## src/mrs_pkg.sv

```systemverilog
// Package for the motor run-control arbitration block.
// Assumes a single 25 MHz clock and a plain strobe register port.
// How it works
// RULE1: Sensor interrupt events are ignored for motor control during ramp-up and ramp-down.
// RULE2: Once ramp-up ends and the motor runs at final speed, sensor interrupts are acted upon.
// RULE3: During ramp phases only a host stop request (run bit written 0) changes motor operation.
// RULE4: A stop during ramp-up with hard stop enabled halts stepping at once, even with ramp-down on.
// RULE5: A stop during ramp-up with hard stop off and ramp-down on starts ramping down to a stop.
// RULE6: A stop during ramp-up with hard stop and ramp-down both off halts stepping at once.
// RULE7: A stop during ramp-down with hard stop enabled halts at once, dropping the rest of the ramp.
// RULE8: A stop during ramp-down with hard stop off and ramp-down on keeps decelerating to a stop.
// RULE9: Between ramp-up end and ramp-down start, enabled interrupt controls may change the run.
// RULE10: With reverse-on-interrupt, a sensor event at constant speed reverses and restarts the count.
// RULE11: Without further events the programmed rotations complete and ramp-down follows.
// RULE12: With extra steps enabled for the pin, those steps run first, then direction reverses.
// RULE13: The outside circuit supplies clean, debounced logic levels on the sensor pins.
// RULE14: A pin interrupts only when configured as input, unmasked, and its selected edge occurs.
// RULE15: A stop at constant speed follows the same hard-stop then ramp-down priority as ramp-up.
package mrs_pkg;
    localparam int ADDR_W = 4;
    localparam int DATA_W = 8;
    // Register offsets
    localparam logic [3:0] OFS_RUN = 4'h0;
    localparam logic [3:0] OFS_CFG = 4'h1;
    localparam logic [3:0] OFS_ROT = 4'h2;
    localparam logic [3:0] OFS_STEPS = 4'h3;
    localparam logic [3:0] OFS_RAMP = 4'h4;
    localparam logic [3:0] OFS_EXTRA = 4'h5;
    localparam logic [3:0] OFS_IOC = 4'h6;
    localparam logic [3:0] OFS_EDGE = 4'h7;
    localparam logic [3:0] OFS_PINMSK = 4'h8;
    localparam logic [3:0] OFS_STAT = 4'h9;
    localparam logic [3:0] OFS_IMSK = 4'hA;
    localparam logic [3:0] OFS_PHASE = 4'hB;
    localparam logic [3:0] OFS_RATE = 4'hC;
    // Run control fields
    localparam int RUN_BIT = 7;
    localparam int DIR_BIT = 0;
    // Config fields
    localparam int CFG_HARD = 0;
    localparam int CFG_RDOWN = 1;
    localparam int CFG_RUP = 2;
    localparam int CFG_REV = 3;
    localparam int CFG_STOPINT = 4;
    // Status fields
    localparam int ST_PIN0 = 0;
    localparam int ST_DONE = 4;
    // Reset values
    localparam logic [7:0] RST_ROT = 8'h01;
    localparam logic [7:0] RST_STEPS = 8'h30;
    localparam logic [7:0] RST_RAMP = 8'h08;
    localparam logic [7:0] RST_RATE = 8'h10;
    localparam logic [7:0] RST_IOC = 8'h0F;
    localparam logic [7:0] RST_PINMSK = 8'h0F;
    // Timing: unit step period base
    localparam int STEP_BASE_NS = 40960;
    localparam int CLK_NS = 40;
    localparam int STEP_BASE_CYC = STEP_BASE_NS / CLK_NS;
    typedef enum logic [2:0] {MRS_IDLE, MRS_RAMP_UP, MRS_CONST, MRS_EXTRA, MRS_RAMP_DOWN} mrs_state_t;
endpackage : mrs_pkg

```

## src/mrs_edge.sv

```systemverilog
// Sensor pin synchroniser and edge qualifier, one lane per pin.
// Assumes pins are clean logic levels from outside the clock domain.
`timescale 1ns/10ps
module mrs_edge #(
    parameter int PINS = 4
) (
    input wire logic clock,
    input wire logic rst_b,
    input wire logic [PINS-1:0] pin,
    input wire logic [PINS-1:0] is_input,
    input wire logic [PINS-1:0] enable,
    input wire logic [PINS-1:0] rising,
    output logic [PINS-1:0] event_pulse,
    output logic [PINS-1:0] level
);
    genvar g;
    generate
        for (g = 0; g < PINS; g++) begin : g_lane
            logic s1;
            logic s2;
            logic s3;
            // Two-stage sync plus history; no debounce
            always_ff @(posedge clock or negedge rst_b) begin
                if (!rst_b) begin
                    s1 <= 1'b0;
                    s2 <= 1'b0;
                    s3 <= 1'b0;
                end else begin
                    s1 <= pin[g];
                    s2 <= s1;
                    s3 <= s2;
                end
            end
            // Input, unmasked, selected edge
            assign event_pulse[g] = is_input[g] && enable[g] &&
                (rising[g] ? (s2 && !s3) : (!s2 && s3)); // RULE14 RULE13
            assign level[g] = s3;
        end
    endgenerate
endmodule : mrs_edge

```

## src/mrs_top.sv

```systemverilog
// Run-control arbitration for a four-phase stepper sequencer.
// Assumes a host on the strobe register port and clean sensor levels.
`timescale 1ns/10ps
module mrs_top #(
    parameter int PINS = 4,
    parameter int STEP_BASE = mrs_pkg::STEP_BASE_CYC
) (
    input wire logic clock,
    input wire logic rst_b,
    input wire logic [mrs_pkg::ADDR_W-1:0] addr,
    input wire logic [mrs_pkg::DATA_W-1:0] wdata,
    input wire logic wr,
    input wire logic rd,
    output logic [mrs_pkg::DATA_W-1:0] rdata,
    input wire logic [PINS-1:0] pin_in,
    output logic [PINS-1:0] pin_out,
    output logic [PINS-1:0] pin_oe_b,
    output logic [3:0] coil,
    output logic irq
);
    import mrs_pkg::*;

    // Host registers
    logic [7:0] run_ctl;
    logic [7:0] cfg;
    logic [7:0] rot;
    logic [7:0] steps;
    logic [7:0] ramp_len;
    logic [7:0] extra;
    logic [7:0] ioc;
    logic [7:0] edge_sel;
    logic [7:0] pin_msk;
    logic [7:0] stat;
    logic [7:0] imsk;
    logic [7:0] rate;
    logic [7:0] pout;
    // Sequencer state and counters
    mrs_state_t state;
    logic dir;
    logic [7:0] rot_left;
    logic [7:0] step_left;
    logic [7:0] ramp_pos;
    logic [7:0] extra_left;
    logic [2:0] phase;
    logic [23:0] tick_cnt;
    // Internal strobes and events
    logic [PINS-1:0] pin_ev;
    logic step_tick;
    logic stop_req;
    logic start_req;
    logic any_ev;
    logic ev_extra;
    logic [7:0] next_stat;
    logic [23:0] period;
    logic done_ev;

    mrs_edge #(.PINS(PINS)) i_mrs_edge (
        .clock(clock),
        .rst_b(rst_b),
        .pin(pin_in),
        .is_input(ioc[PINS-1:0]),
        .enable(pin_msk[PINS-1:0]),
        .rising(edge_sel[PINS-1:0]),
        .event_pulse(pin_ev),
        .level()
    );

    // Host run-bit writes
    assign stop_req = wr && (addr == OFS_RUN) && !wdata[RUN_BIT] && (state != MRS_IDLE); // RULE3
    assign start_req = wr && (addr == OFS_RUN) && wdata[RUN_BIT] && (state == MRS_IDLE);
    assign any_ev = |pin_ev;
    assign ev_extra = |(pin_ev & extra[PINS-1:0]);

    // Step period: base rate at full speed, longer on a ramp; 24 bits hold the default base
    always_comb begin
        period = 24'(STEP_BASE) * {16'h0000, rate};
        case (state)
            // Ramp-up shortens the period as the position climbs
            MRS_RAMP_UP: period = period + 24'(STEP_BASE) * {16'h0000, ramp_len - ramp_pos};
            // Ramp-down lengthens it; a cut ramp-up enters at the mirrored position
            MRS_RAMP_DOWN: period = period + 24'(STEP_BASE) * {16'h0000, ramp_pos};
            default: ;
        endcase
    end

    // Step rate timer
    always_ff @(posedge clock or negedge rst_b) begin
        if (!rst_b) begin
            tick_cnt <= 24'h000000;
        end else if (state == MRS_IDLE || tick_cnt + 24'h000001 >= period) begin
            tick_cnt <= 24'h000000;
        end else begin
            tick_cnt <= tick_cnt + 24'h000001;
        end
    end
    assign step_tick = (state != MRS_IDLE) && (tick_cnt + 24'h000001 >= period);

    // Run sequencer with stop and interrupt arbitration
    always_ff @(posedge clock or negedge rst_b) begin
        if (!rst_b) begin
            state <= MRS_IDLE;
            dir <= 1'b0;
            rot_left <= 8'h00;
            step_left <= 8'h00;
            ramp_pos <= 8'h00;
            extra_left <= 8'h00;
        end else begin
            case (state)
                // Idle: a run write loads the counts
                MRS_IDLE: begin
                    if (start_req) begin
                        dir <= wdata[DIR_BIT];
                        rot_left <= rot;
                        step_left <= steps;
                        ramp_pos <= 8'h00;
                        state <= cfg[CFG_RUP] ? MRS_RAMP_UP : MRS_CONST;
                    end
                end
                MRS_RAMP_UP: begin
                    // Sensor events ignored here
                    if (stop_req) begin // RULE1
                        if (cfg[CFG_HARD]) begin
                            state <= MRS_IDLE; // RULE4
                        end else if (cfg[CFG_RDOWN]) begin
                            ramp_pos <= ramp_len - ramp_pos;
                            state <= MRS_RAMP_DOWN; // RULE5
                        end else begin
                            state <= MRS_IDLE; // RULE6
                        end
                    end else if (step_tick) begin
                        if (ramp_pos + 8'h01 >= ramp_len) begin
                            ramp_pos <= 8'h00;
                            state <= MRS_CONST; // RULE2
                        end else begin
                            ramp_pos <= ramp_pos + 8'h01;
                        end
                    end
                end
                // Constant speed: host stop first, then sensor controls
                MRS_CONST: begin
                    if (stop_req) begin
                        if (cfg[CFG_HARD] || !cfg[CFG_RDOWN]) begin
                            state <= MRS_IDLE; // RULE15
                        end else begin
                            ramp_pos <= 8'h00;
                            state <= MRS_RAMP_DOWN; // RULE15
                        end
                    end else if (any_ev && cfg[CFG_STOPINT]) begin
                        state <= MRS_IDLE; // RULE9
                    end else if (any_ev && cfg[CFG_REV] && ev_extra && extra_left == 8'h00) begin
                        extra_left <= extra;
                        state <= MRS_EXTRA; // RULE12
                    end else if (any_ev && cfg[CFG_REV]) begin
                        dir <= ~dir;
                        rot_left <= rot;
                        step_left <= steps; // RULE10 RULE2
                    end else if (step_tick) begin
                        if (step_left > 8'h01) begin
                            step_left <= step_left - 8'h01;
                        end else if (rot_left > 8'h01) begin
                            rot_left <= rot_left - 8'h01;
                            step_left <= steps;
                        end else begin
                            ramp_pos <= 8'h00;
                            state <= cfg[CFG_RDOWN] ? MRS_RAMP_DOWN : MRS_IDLE; // RULE11
                        end
                    end
                end
                // Extra steps in the present direction, then reverse
                MRS_EXTRA: begin
                    if (stop_req) begin
                        if (cfg[CFG_HARD] || !cfg[CFG_RDOWN]) begin
                            state <= MRS_IDLE;
                        end else begin
                            ramp_pos <= 8'h00;
                            state <= MRS_RAMP_DOWN;
                        end
                    end else if (extra_left == 8'h00) begin
                        dir <= ~dir;
                        rot_left <= rot;
                        step_left <= steps;
                        state <= MRS_CONST; // RULE12
                    end else if (step_tick) begin
                        extra_left <= extra_left - 8'h01;
                    end
                end
                // Ramp-down: only a hard stop cuts it short
                MRS_RAMP_DOWN: begin
                    if (stop_req && cfg[CFG_HARD]) begin // RULE1
                        state <= MRS_IDLE; // RULE7
                    end else if (step_tick) begin
                        if (ramp_pos + 8'h01 >= ramp_len) begin
                            state <= MRS_IDLE; // RULE8
                        end else begin
                            ramp_pos <= ramp_pos + 8'h01;
                        end
                    end
                end
                default: begin
                    state <= MRS_IDLE;
                end
            endcase
        end
    end

    // Phase pointer steps with direction
    always_ff @(posedge clock or negedge rst_b) begin
        if (!rst_b) begin
            phase <= 3'h0;
        end else if (step_tick) begin
            phase <= dir ? phase - 3'h1 : phase + 3'h1;
        end
    end

    // Half-step coil pattern, coils off when idle
    always_ff @(posedge clock or negedge rst_b) begin
        if (!rst_b) begin
            coil <= 4'h0;
        end else if (state == MRS_IDLE) begin
            coil <= 4'h0;
        end else begin
            case (phase)
                3'h0: coil <= 4'h8;
                3'h1: coil <= 4'hC;
                3'h2: coil <= 4'h4;
                3'h3: coil <= 4'h6;
                3'h4: coil <= 4'h2;
                3'h5: coil <= 4'h3;
                3'h6: coil <= 4'h1;
                default: coil <= 4'h9;
            endcase
        end
    end

    // Motor finished event
    always_ff @(posedge clock or negedge rst_b) begin
        if (!rst_b) begin
            done_ev <= 1'b0;
        end else begin
            done_ev <= (state != MRS_IDLE);
        end
    end

    // Sticky status, set wins over read clear
    always_comb begin
        next_stat = stat;
        if (rd && addr == OFS_STAT) begin
            next_stat = 8'h00;
        end
        next_stat[PINS-1:0] = next_stat[PINS-1:0] | pin_ev;
        if (done_ev && state == MRS_IDLE) begin
            next_stat[ST_DONE] = 1'b1;
        end
    end
    always_ff @(posedge clock or negedge rst_b) begin
        if (!rst_b) begin
            stat <= 8'h00;
        end else begin
            stat <= next_stat;
        end
    end
    assign irq = |(stat & imsk);

    // Register writes
    always_ff @(posedge clock or negedge rst_b) begin
        if (!rst_b) begin
            run_ctl <= 8'h00;
            cfg <= 8'h00;
            rot <= RST_ROT;
            steps <= RST_STEPS;
            ramp_len <= RST_RAMP;
            extra <= 8'h00;
            ioc <= RST_IOC;
            edge_sel <= 8'h00;
            pin_msk <= RST_PINMSK;
            imsk <= 8'h00;
            rate <= RST_RATE;
            pout <= 8'h00;
        end else if (wr) begin
            case (addr)
                OFS_RUN: run_ctl <= wdata;
                OFS_CFG: cfg <= wdata;
                OFS_ROT: rot <= wdata;
                OFS_STEPS: steps <= wdata;
                OFS_RAMP: ramp_len <= wdata;
                OFS_EXTRA: extra <= wdata;
                OFS_IOC: ioc <= wdata;
                OFS_EDGE: edge_sel <= wdata;
                OFS_PINMSK: pin_msk <= wdata;
                OFS_IMSK: imsk <= wdata;
                OFS_RATE: rate <= (wdata == 8'h00) ? 8'h01 : wdata;
                OFS_PHASE: pout <= wdata;
                default: ;
            endcase
        end
    end

    // GPIO outputs drive when configured as outputs
    assign pin_out = pout[PINS-1:0];
    assign pin_oe_b = ioc[PINS-1:0];

    // Read data one cycle after strobe
    always_ff @(posedge clock or negedge rst_b) begin
        if (!rst_b) begin
            rdata <= 8'h00;
        end else if (rd) begin
            case (addr)
                OFS_RUN: rdata <= {(state != MRS_IDLE), run_ctl[6:1], dir};
                OFS_CFG: rdata <= cfg;
                OFS_ROT: rdata <= rot;
                OFS_STEPS: rdata <= steps;
                OFS_RAMP: rdata <= ramp_len;
                OFS_EXTRA: rdata <= extra;
                OFS_IOC: rdata <= ioc;
                OFS_EDGE: rdata <= edge_sel;
                OFS_PINMSK: rdata <= pin_msk;
                OFS_STAT: rdata <= stat;
                OFS_IMSK: rdata <= imsk;
                OFS_PHASE: rdata <= {1'b0, state, 1'b0, phase};
                OFS_RATE: rdata <= rate;
                default: rdata <= 8'h00;
            endcase
        end else begin
            rdata <= 8'h00;
        end
    end
endmodule : mrs_top

```

## config.mk

```make
export PLATFORM = sky130hd
export DESIGN_NAME = mrs_top
export DESIGN_NICKNAME = d
export VERILOG_FILES = /design/src/mrs_pkg.sv /design/src/mrs_edge.sv /design/src/mrs_top.sv
export SDC_FILE = /design/constraint.sdc
export NUM_CORES = 1
export LEC_CHECK = 0
export BUFFER_PORTS_ARGS = -buffer_cell sky130_fd_sc_hd__buf_2
export CAP_MARGIN = 20
export CORE_MARGIN = 10
export CORE_UTILIZATION = 32
export CTS_BUF_LIST = sky130_fd_sc_hd__clkbuf_8 sky130_fd_sc_hd__clkbuf_16
export DETAILED_ROUTE_END_ITERATION = 12
export PLACE_DENSITY = 0.52
export SYNTH_ARGS = -nofsm -noshare
export SYNTH_HDL_FRONTEND = slang
export SYNTH_SLANG_ARGS = --single-unit
```

## constraint.sdc

```tcl
create_clock -name clock -period 5.3 [get_ports clock]
set_input_delay 1.06 -clock clock [delete_from_list [all_inputs] [get_ports clock]]
set_output_delay 1.06 -clock clock [all_outputs]
set_load 0.02 [all_outputs]
```

-- After elaboration in Yosys (flattened, before gate mapping)
Cells that the tools add are included.
- word-level logic and storage cells: 275
- output and inout port bits: 21
- flip-flop bits (word level): 184
- input port bits: 20
- multiplexer cells: 91
- $add $sub $neg: 10
- magnitude comparators: 4
- equal/unequal tests: 57
- reduce and logical (&&, ||, !) cells: 72
- bitwise operators: 4
- operators with widths (cell ; count):
    two-way mux 8 bit ; 46
    case mux 8 bit (13 select lines) ; 1
    two-way mux 3 bit ; 20
    != test 3 bit, second input constant ; 16
    case mux 8 bit (3 select lines) ; 2
    case mux 8 bit (5 select lines) ; 1
    adder 18 x 18 -> 19 bit ; 2
    case mux 19 bit (2 select lines) ; 1
    logical AND 1 bit ; 29
    != test 2 bit, second input constant ; 14
    case mux 4 bit (7 select lines) ; 1
    adder 24 x 1 -> 24 bit, second input constant ; 1
    >= comparator 24 bit ; 1
    two-way mux 24 bit ; 1
    AND reduction 2 bit ; 12
    subtractor 8 x 1 -> 8 bit, second input constant ; 3
    == test 4 bit, second input constant ; 5
    != test 5 bit, second input constant ; 4
    AND reduction 10 bit ; 2
    == test 4 x 3 -> 1 bit, second input constant ; 4
    > comparator 8 x 1 -> 1 bit, second input constant ; 2
    zero test 8 bit ; 2
    case mux 8 bit (2 select lines) ; 1
    case mux 3 bit (5 select lines) ; 1
    33 further kinds ; 66

-- Depth between registers and ports, before layout
- depth after elaboration: 12
- mapped depth: 26
- depth with buffers taken out: 26

-- Cells and area by module
From an unflattened synthesis, not the netlist that was laid out.
- cells, all modules: 1106
- area total of the unflattened synthesis: 10804.1 um2
- modules (own cells, without submodules) (module ; area each (um2) ; cells each ; instances ; seq. area each (um2)):
    mrs_top ; 10358.7 ; 1074 ; 1 ; 4295.4
    mrs_edge ; 445.4 ; 32 ; 1 ; 300.3

-- Worst setup path after synthesis
OpenSTA, ideal clock, no wires.
- kind: register to register
- from: register state[2]
- to: register state[0]
- arrival time: 4.613 ns
- period minus slack after synthesis: 4.738 ns
- path buffers: 3
- cell stages (with the launch flop): 26
- slack: 0.562 ns
- data required time: 5.175 ns
- setup time: 0.125 ns
- cell sequence: dfrtp_1 clkbuf_1 clkbuf_1 nand2_1 clkbuf_1 a21oi_1 ha_1 inv_1 fa_1 inv_1 a21oi_1 o21ai_0 a21oi_1 o21bai_1 a21oi_1 nor2b_1 o21ai_0 ha_1 nand4_1 nor2_1 nand3_1 a2111o_1 nand2_1 nor2_4 a2111oi_2 mux2_2
- word-level cells in the longest chain between the ends: 6
- elaborated cells between the ends (all ways): 28
- those cells by class: 1 x order compare; 14 x eq/ne; 6 x mux; 7 x reduce/logical
- ends and longest elaborated chain (element ; line ; source):
    start, declared ; mrs_top.sv:38 ; mrs_state_t state;
    start signal, assigned ; mrs_top.sv:116 ; state <= cfg[CFG_RUP] ? MRS_RAMP_UP : MRS_CONST;
    start signal, assigned ; mrs_top.sv:165 ; state <= cfg[CFG_RDOWN] ? MRS_RAMP_DOWN : MRS_IDLE;
    == test 3 bit or == test 3 x 1 -> 1 bit (tied branches) ; mrs_top.sv:77, mrs_top.sv:108 ;
    case mux 19 bit (2 select lines) ; mrs_top.sv:77 ; case (state)
    >= comparator 24 bit ; mrs_top.sv:96 ; assign step_tick = (state != MRS_IDLE) && (tick_cnt + 24'h000001 >= period);
    logical AND 1 bit ; mrs_top.sv:96 ;
    != test 5 bit (no source line) or != test 3 bit (tied branches) ; - ;
    AND reduction 10 bit (no source line) ; - ;
Several ways; a longest one is shown, not always the timed one.
A chain may end at the register's enable or synchronous reset.

-- Final worst setup path
- from: register ramp_len[0]
- to: register state[1]
- word-level cells in the longest chain between the ends: 7
- elaborated cells between the ends (all ways): 12
- those cells by class: 2 x add/sub; 2 x order compare; 5 x eq/ne; 1 x mux; 2 x reduce/logical
- ends and longest elaborated chain (element ; line ; source):
    start, declared ; mrs_top.sv:28 ; logic [7:0] ramp_len;
    start signal, assigned ; mrs_top.sv:285 ; OFS_RAMP: ramp_len <= wdata;
    subtractor 8 bit ; mrs_top.sv:79 ; MRS_RAMP_UP: period = period + 24'(STEP_BASE) * {16'h0000, ramp_len - ramp_pos};
    adder 18 x 18 -> 19 bit ; mrs_top.sv:79 ;
    case mux 19 bit (2 select lines) ; mrs_top.sv:77 ;
    >= comparator 24 bit ; mrs_top.sv:96 ;
    logical AND 1 bit ; mrs_top.sv:96 ;
    != test 5 bit (no source line) or != test 3 bit (tied branches) ; - ;
    AND reduction 10 bit (no source line) (*) ; - ;
Mark *: on every way between the ends. The rest lies on a longest branch, timed or not.

==> impl_metrics.json <==
{
  "status": "finished clean",
  "cap_violations": 0,
  "routedWlPerCell_um": 21.1,
  "clock_latency_ps": 460,
  "slowest_stage": "dfrtp_1",
  "drcViolationCount": 0,
  "gp_congestion": 0.888,
  "whs_ps": 357,
  "mappedNetlistArea_um2": 10900,
  "ir_drop_mv": 0.272,
  "dr.pass1.iters": 6,
  "hold_path_class": "flip-flop to flip-flop",
  "fp.dieW_um": 205,
  "rsz0062_at_grt": "no",
  "synth-simple-area-share": 0.164,
  "cts_num_sinks": 183,
  "fin_setup_tns_ps": 0,
  "die_y_um": 205,
  "worstMarginPinSlew_ps": 969,
  "setup_violations": 0,
  "clockBufferDepth": 2,
  "synth.yosys.seq_area_share": 0.420,
  "ys_types": 94,
  "cp-start-kind": "flip-flop",
  "ant_nets": 0,
  "dp_hpwl_um": 24300,
  "path_clk_slew_ps": 90,
  "maxSlewViolCount": 0,
  "grt_overflow": 0,
  "fin_util": 0.367,
  "synth_top_family_by_area": "compound AO/OA/AOI/OAI gates",
  "synth.area.mux_share": 0.118,
  "io_pins": 41,
  "diodes": 0,
  "track_usage": 0.163,
  "cp_max_fo": 4,
  "power_density_nw_per_um2": 453,
  "via_per_inst": 5.54,
  "synth_xor_area_frac": 0.0297,
  "die_area_um2": 41900,
  "relSlewSlack": 0.352,
  "clock_tree.root_cell": "clkbuf_16",
  "end_kind": "flip-flop",
  "initial_utilization": 0.325,
  "top_register": "tick_cnt",
  "synth_compound_area_frac": 0.174,
  "synthAdderAreaFrac": 0.0563,
  "grt_pass1_wl_um": 52900,
  "cts_tree": "built",
  "fmax_ghz": 0.202,
  "synth_edf_count": 0,
  "place_area_um2": 11600,
  "yosysWarnings": 0,
  "h-tree-depth": 4,
  "avgSynthCellArea_um2": 9.77,
  "critPathArrivalTime_ps": 5270,
  "required_ps": 5630,
  "synth-seq-cells": 183,
  "drive_above_1_share": 0.208,
  "p_leak_nw": 5.27,
  "nets": 1219,
  "finalCritPeriodShare": 0.932,
  "yosys_most_used_dff": "dfrtp_1",
  "grt_antenna_before_repair": 0,
  "fin_crit_ps": 4940,
  "drt_iter0_drc": 937,
  "rows": 67,
  "synthCells": 1119,
  "path_class": "flip-flop to flip-flop",
  "clock_skew_ps": 16.1,
  "portBuffers": 40,
  "finalHoldViolations": 0,
  "largest_reg_flops": 24,
  "grt_pass1_vias": 8864,
  "vias": 8928,
  "drt_wl_total_um": 34000,
  "grt_max_degree": 110,
  "async_flop_share": 1.00,
  "area_growth_pct": 12.8,
  "finish.instance_area_um2": 12300,
  "cts_buffers": 17,
  "max_stage_delay_ps": 430,
  "path_cells": "inv_1 > ha_1 > inv_1 > fa_1 > nand2_1 > nand2_1 > a21oi_1 > xnor2_1 > nand2_1 > o21ai_0 > ha_1 > a21oi_2 > xnor2_1 > mux2i_1 > ha_1 > nand4_1 > a211oi_1 > nand3_1 > a2111o_1 > nand2_2 > nor2_4 > buf_12 > a2111oi_4 > mux2_2",
  "core_um2": 33600,
  "fillerInstances": 3377
}
==> logic make-up after synthesis <==
group | count (synthesis)
AOI/OAI and AO/OA | 278
xor gates and xnor gates | 37
adders and majority gates | 48
buffers and inverters | 98
DFF | 183
muxes | 115
other | 1
and+or+nand+nor | 359
==> repair_timing <==
action / CTS / global route
setup buffers: 0 / 3
hold buffers: 0 / 0
gates resized for setup: 0 / 9
setup endpoints to repair: 0 / 33
endpoints found under the hold margin: 0 / 0
==> Yosys cell counts, drive strengths merged, types with 6 or more instances <==
master,count,area [um2]
nor3b,6,50.1
xor2,15,131
dfrtp,170,4250
inv,46,173
buf,13,86.3
nor3,24,125
a22o,9,78.8
nor2,118,453
dfstp,13,342
nor2b,11,68.8
and3,17,106
nand2,80,303
mux2,98,1110
nor4,8,50.1
or4,7,56.3
o41ai,6,60.1
nand4,10,77.6
xnor2,22,193
mux2i,16,160
o211ai,6,45.0
and2,6,43.8
a31oi,6,37.5
nand3,33,165
a221oi,7,67.6
clkbuf,38,143
a21o,9,68.8
a32oi,7,61.3
a211oi,10,80.1
a22oi,19,143
nand2b,14,87.6
ha,46,576
a21oi,76,395
o21ai,64,339
o22ai,6,37.5
==> power breakdown <==
group	leakage, nW	internal (W)	total (W)	switching (W)
registers	2.25	0.00173	0.00210	0.000364
logic	2.71	0.000885	0.00212	0.00123
clock network	0.306	0.000658	0.00137	0.000708
==> final timing paths <==
path	startpoint	end	slack [ps]	depth (start not counted)
max	ramp_len[0]	state[1]	360	24
min	i_mrs_edge.g_lane[2].s1	i_mrs_edge.g_lane[2].s2	360	0
max reg2reg	ramp_len[0]	state[1]	360	24
max in group asynchronous	rst_b	extra[5]	3560	2
min in group asynchronous	rst_b	tick_cnt[0]	630	1
min reg2reg	i_mrs_edge.g_lane[2].s1	i_mrs_edge.g_lane[2].s2	360	0
==> through the flow <==
stage / total power (W) / setup slack, ps / std cells
after floorplan: 0.00353 / 562 / 1123
after global placement: 0.00415 / 436 / 1577
after detailed placement: 0.00418 / 339 / 1577
after CTS: 0.00556 / 303 / 1609
after global routing: 0.00594 / 17.0 / 1612
final: 0.00558 / 361 / 1612
==> metal layers <==
| layer | wire, um | track usage | vias to the layer above |
|---|---|---|---|
| li1 | - | - | 4152 |
| met1 | 15600 | 0.221 | 4456 |
| met2 | 16000 | 0.261 | 280 |
| met3 | 1830 | 0.0302 | 40 |
| met4 | 562 | 0.0452 | 0 |
| met5 | 0 | 0 | - |
==> placed cells by master, fill, tap and decap left out, drive strengths merged, types with 9 or more instances in the layout <==
cell / n
dfrtp: 170
nor2: 118
mux2: 98
nand2: 80
a21oi: 76
o21ai: 64
buf: 59
inv: 52
ha: 46
nand3: 33
nor3: 24
xnor2: 22
a22oi: 19
clkbuf: 18
and3: 17
mux2i: 16
xor2: 15
nand2b: 14
dfstp: 13
nor2b: 11
a211oi: 10
nand4: 10
clkinv: 10
a22o: 9
a21o: 9
==> layout make-up <==
class / instances / area, um2 / share of cell area
Timing Repair Buffer: 60 / 384 / 0.0311
Multi-Input combinational cell: 842 / 5980 / 0.485
Clock inverter: 15 / 214 / 0.0173
Clock buffer: 17 / 425 / 0.0345
Tap cell: 448 / 561 / 0.0454
Inverter: 47 / 176 / 0.0143
Sequential cell: 183 / 4600 / 0.373
==> worst max-delay path: cells and delay by family, from the launching register on <==
kind / cells / cell delay, ps
adder cells (fa/ha/maj): 4 / 1180
buffers and inverters: 3 / 260
AO/OA/AOI/OAI: 6 / 1510
AND/OR/NAND/NOR: 7 / 660
XOR/XNOR: 2 / 320
flip-flops: 1 / 430
multiplexers: 2 / 470
Power figures use the tool's default switching activity.
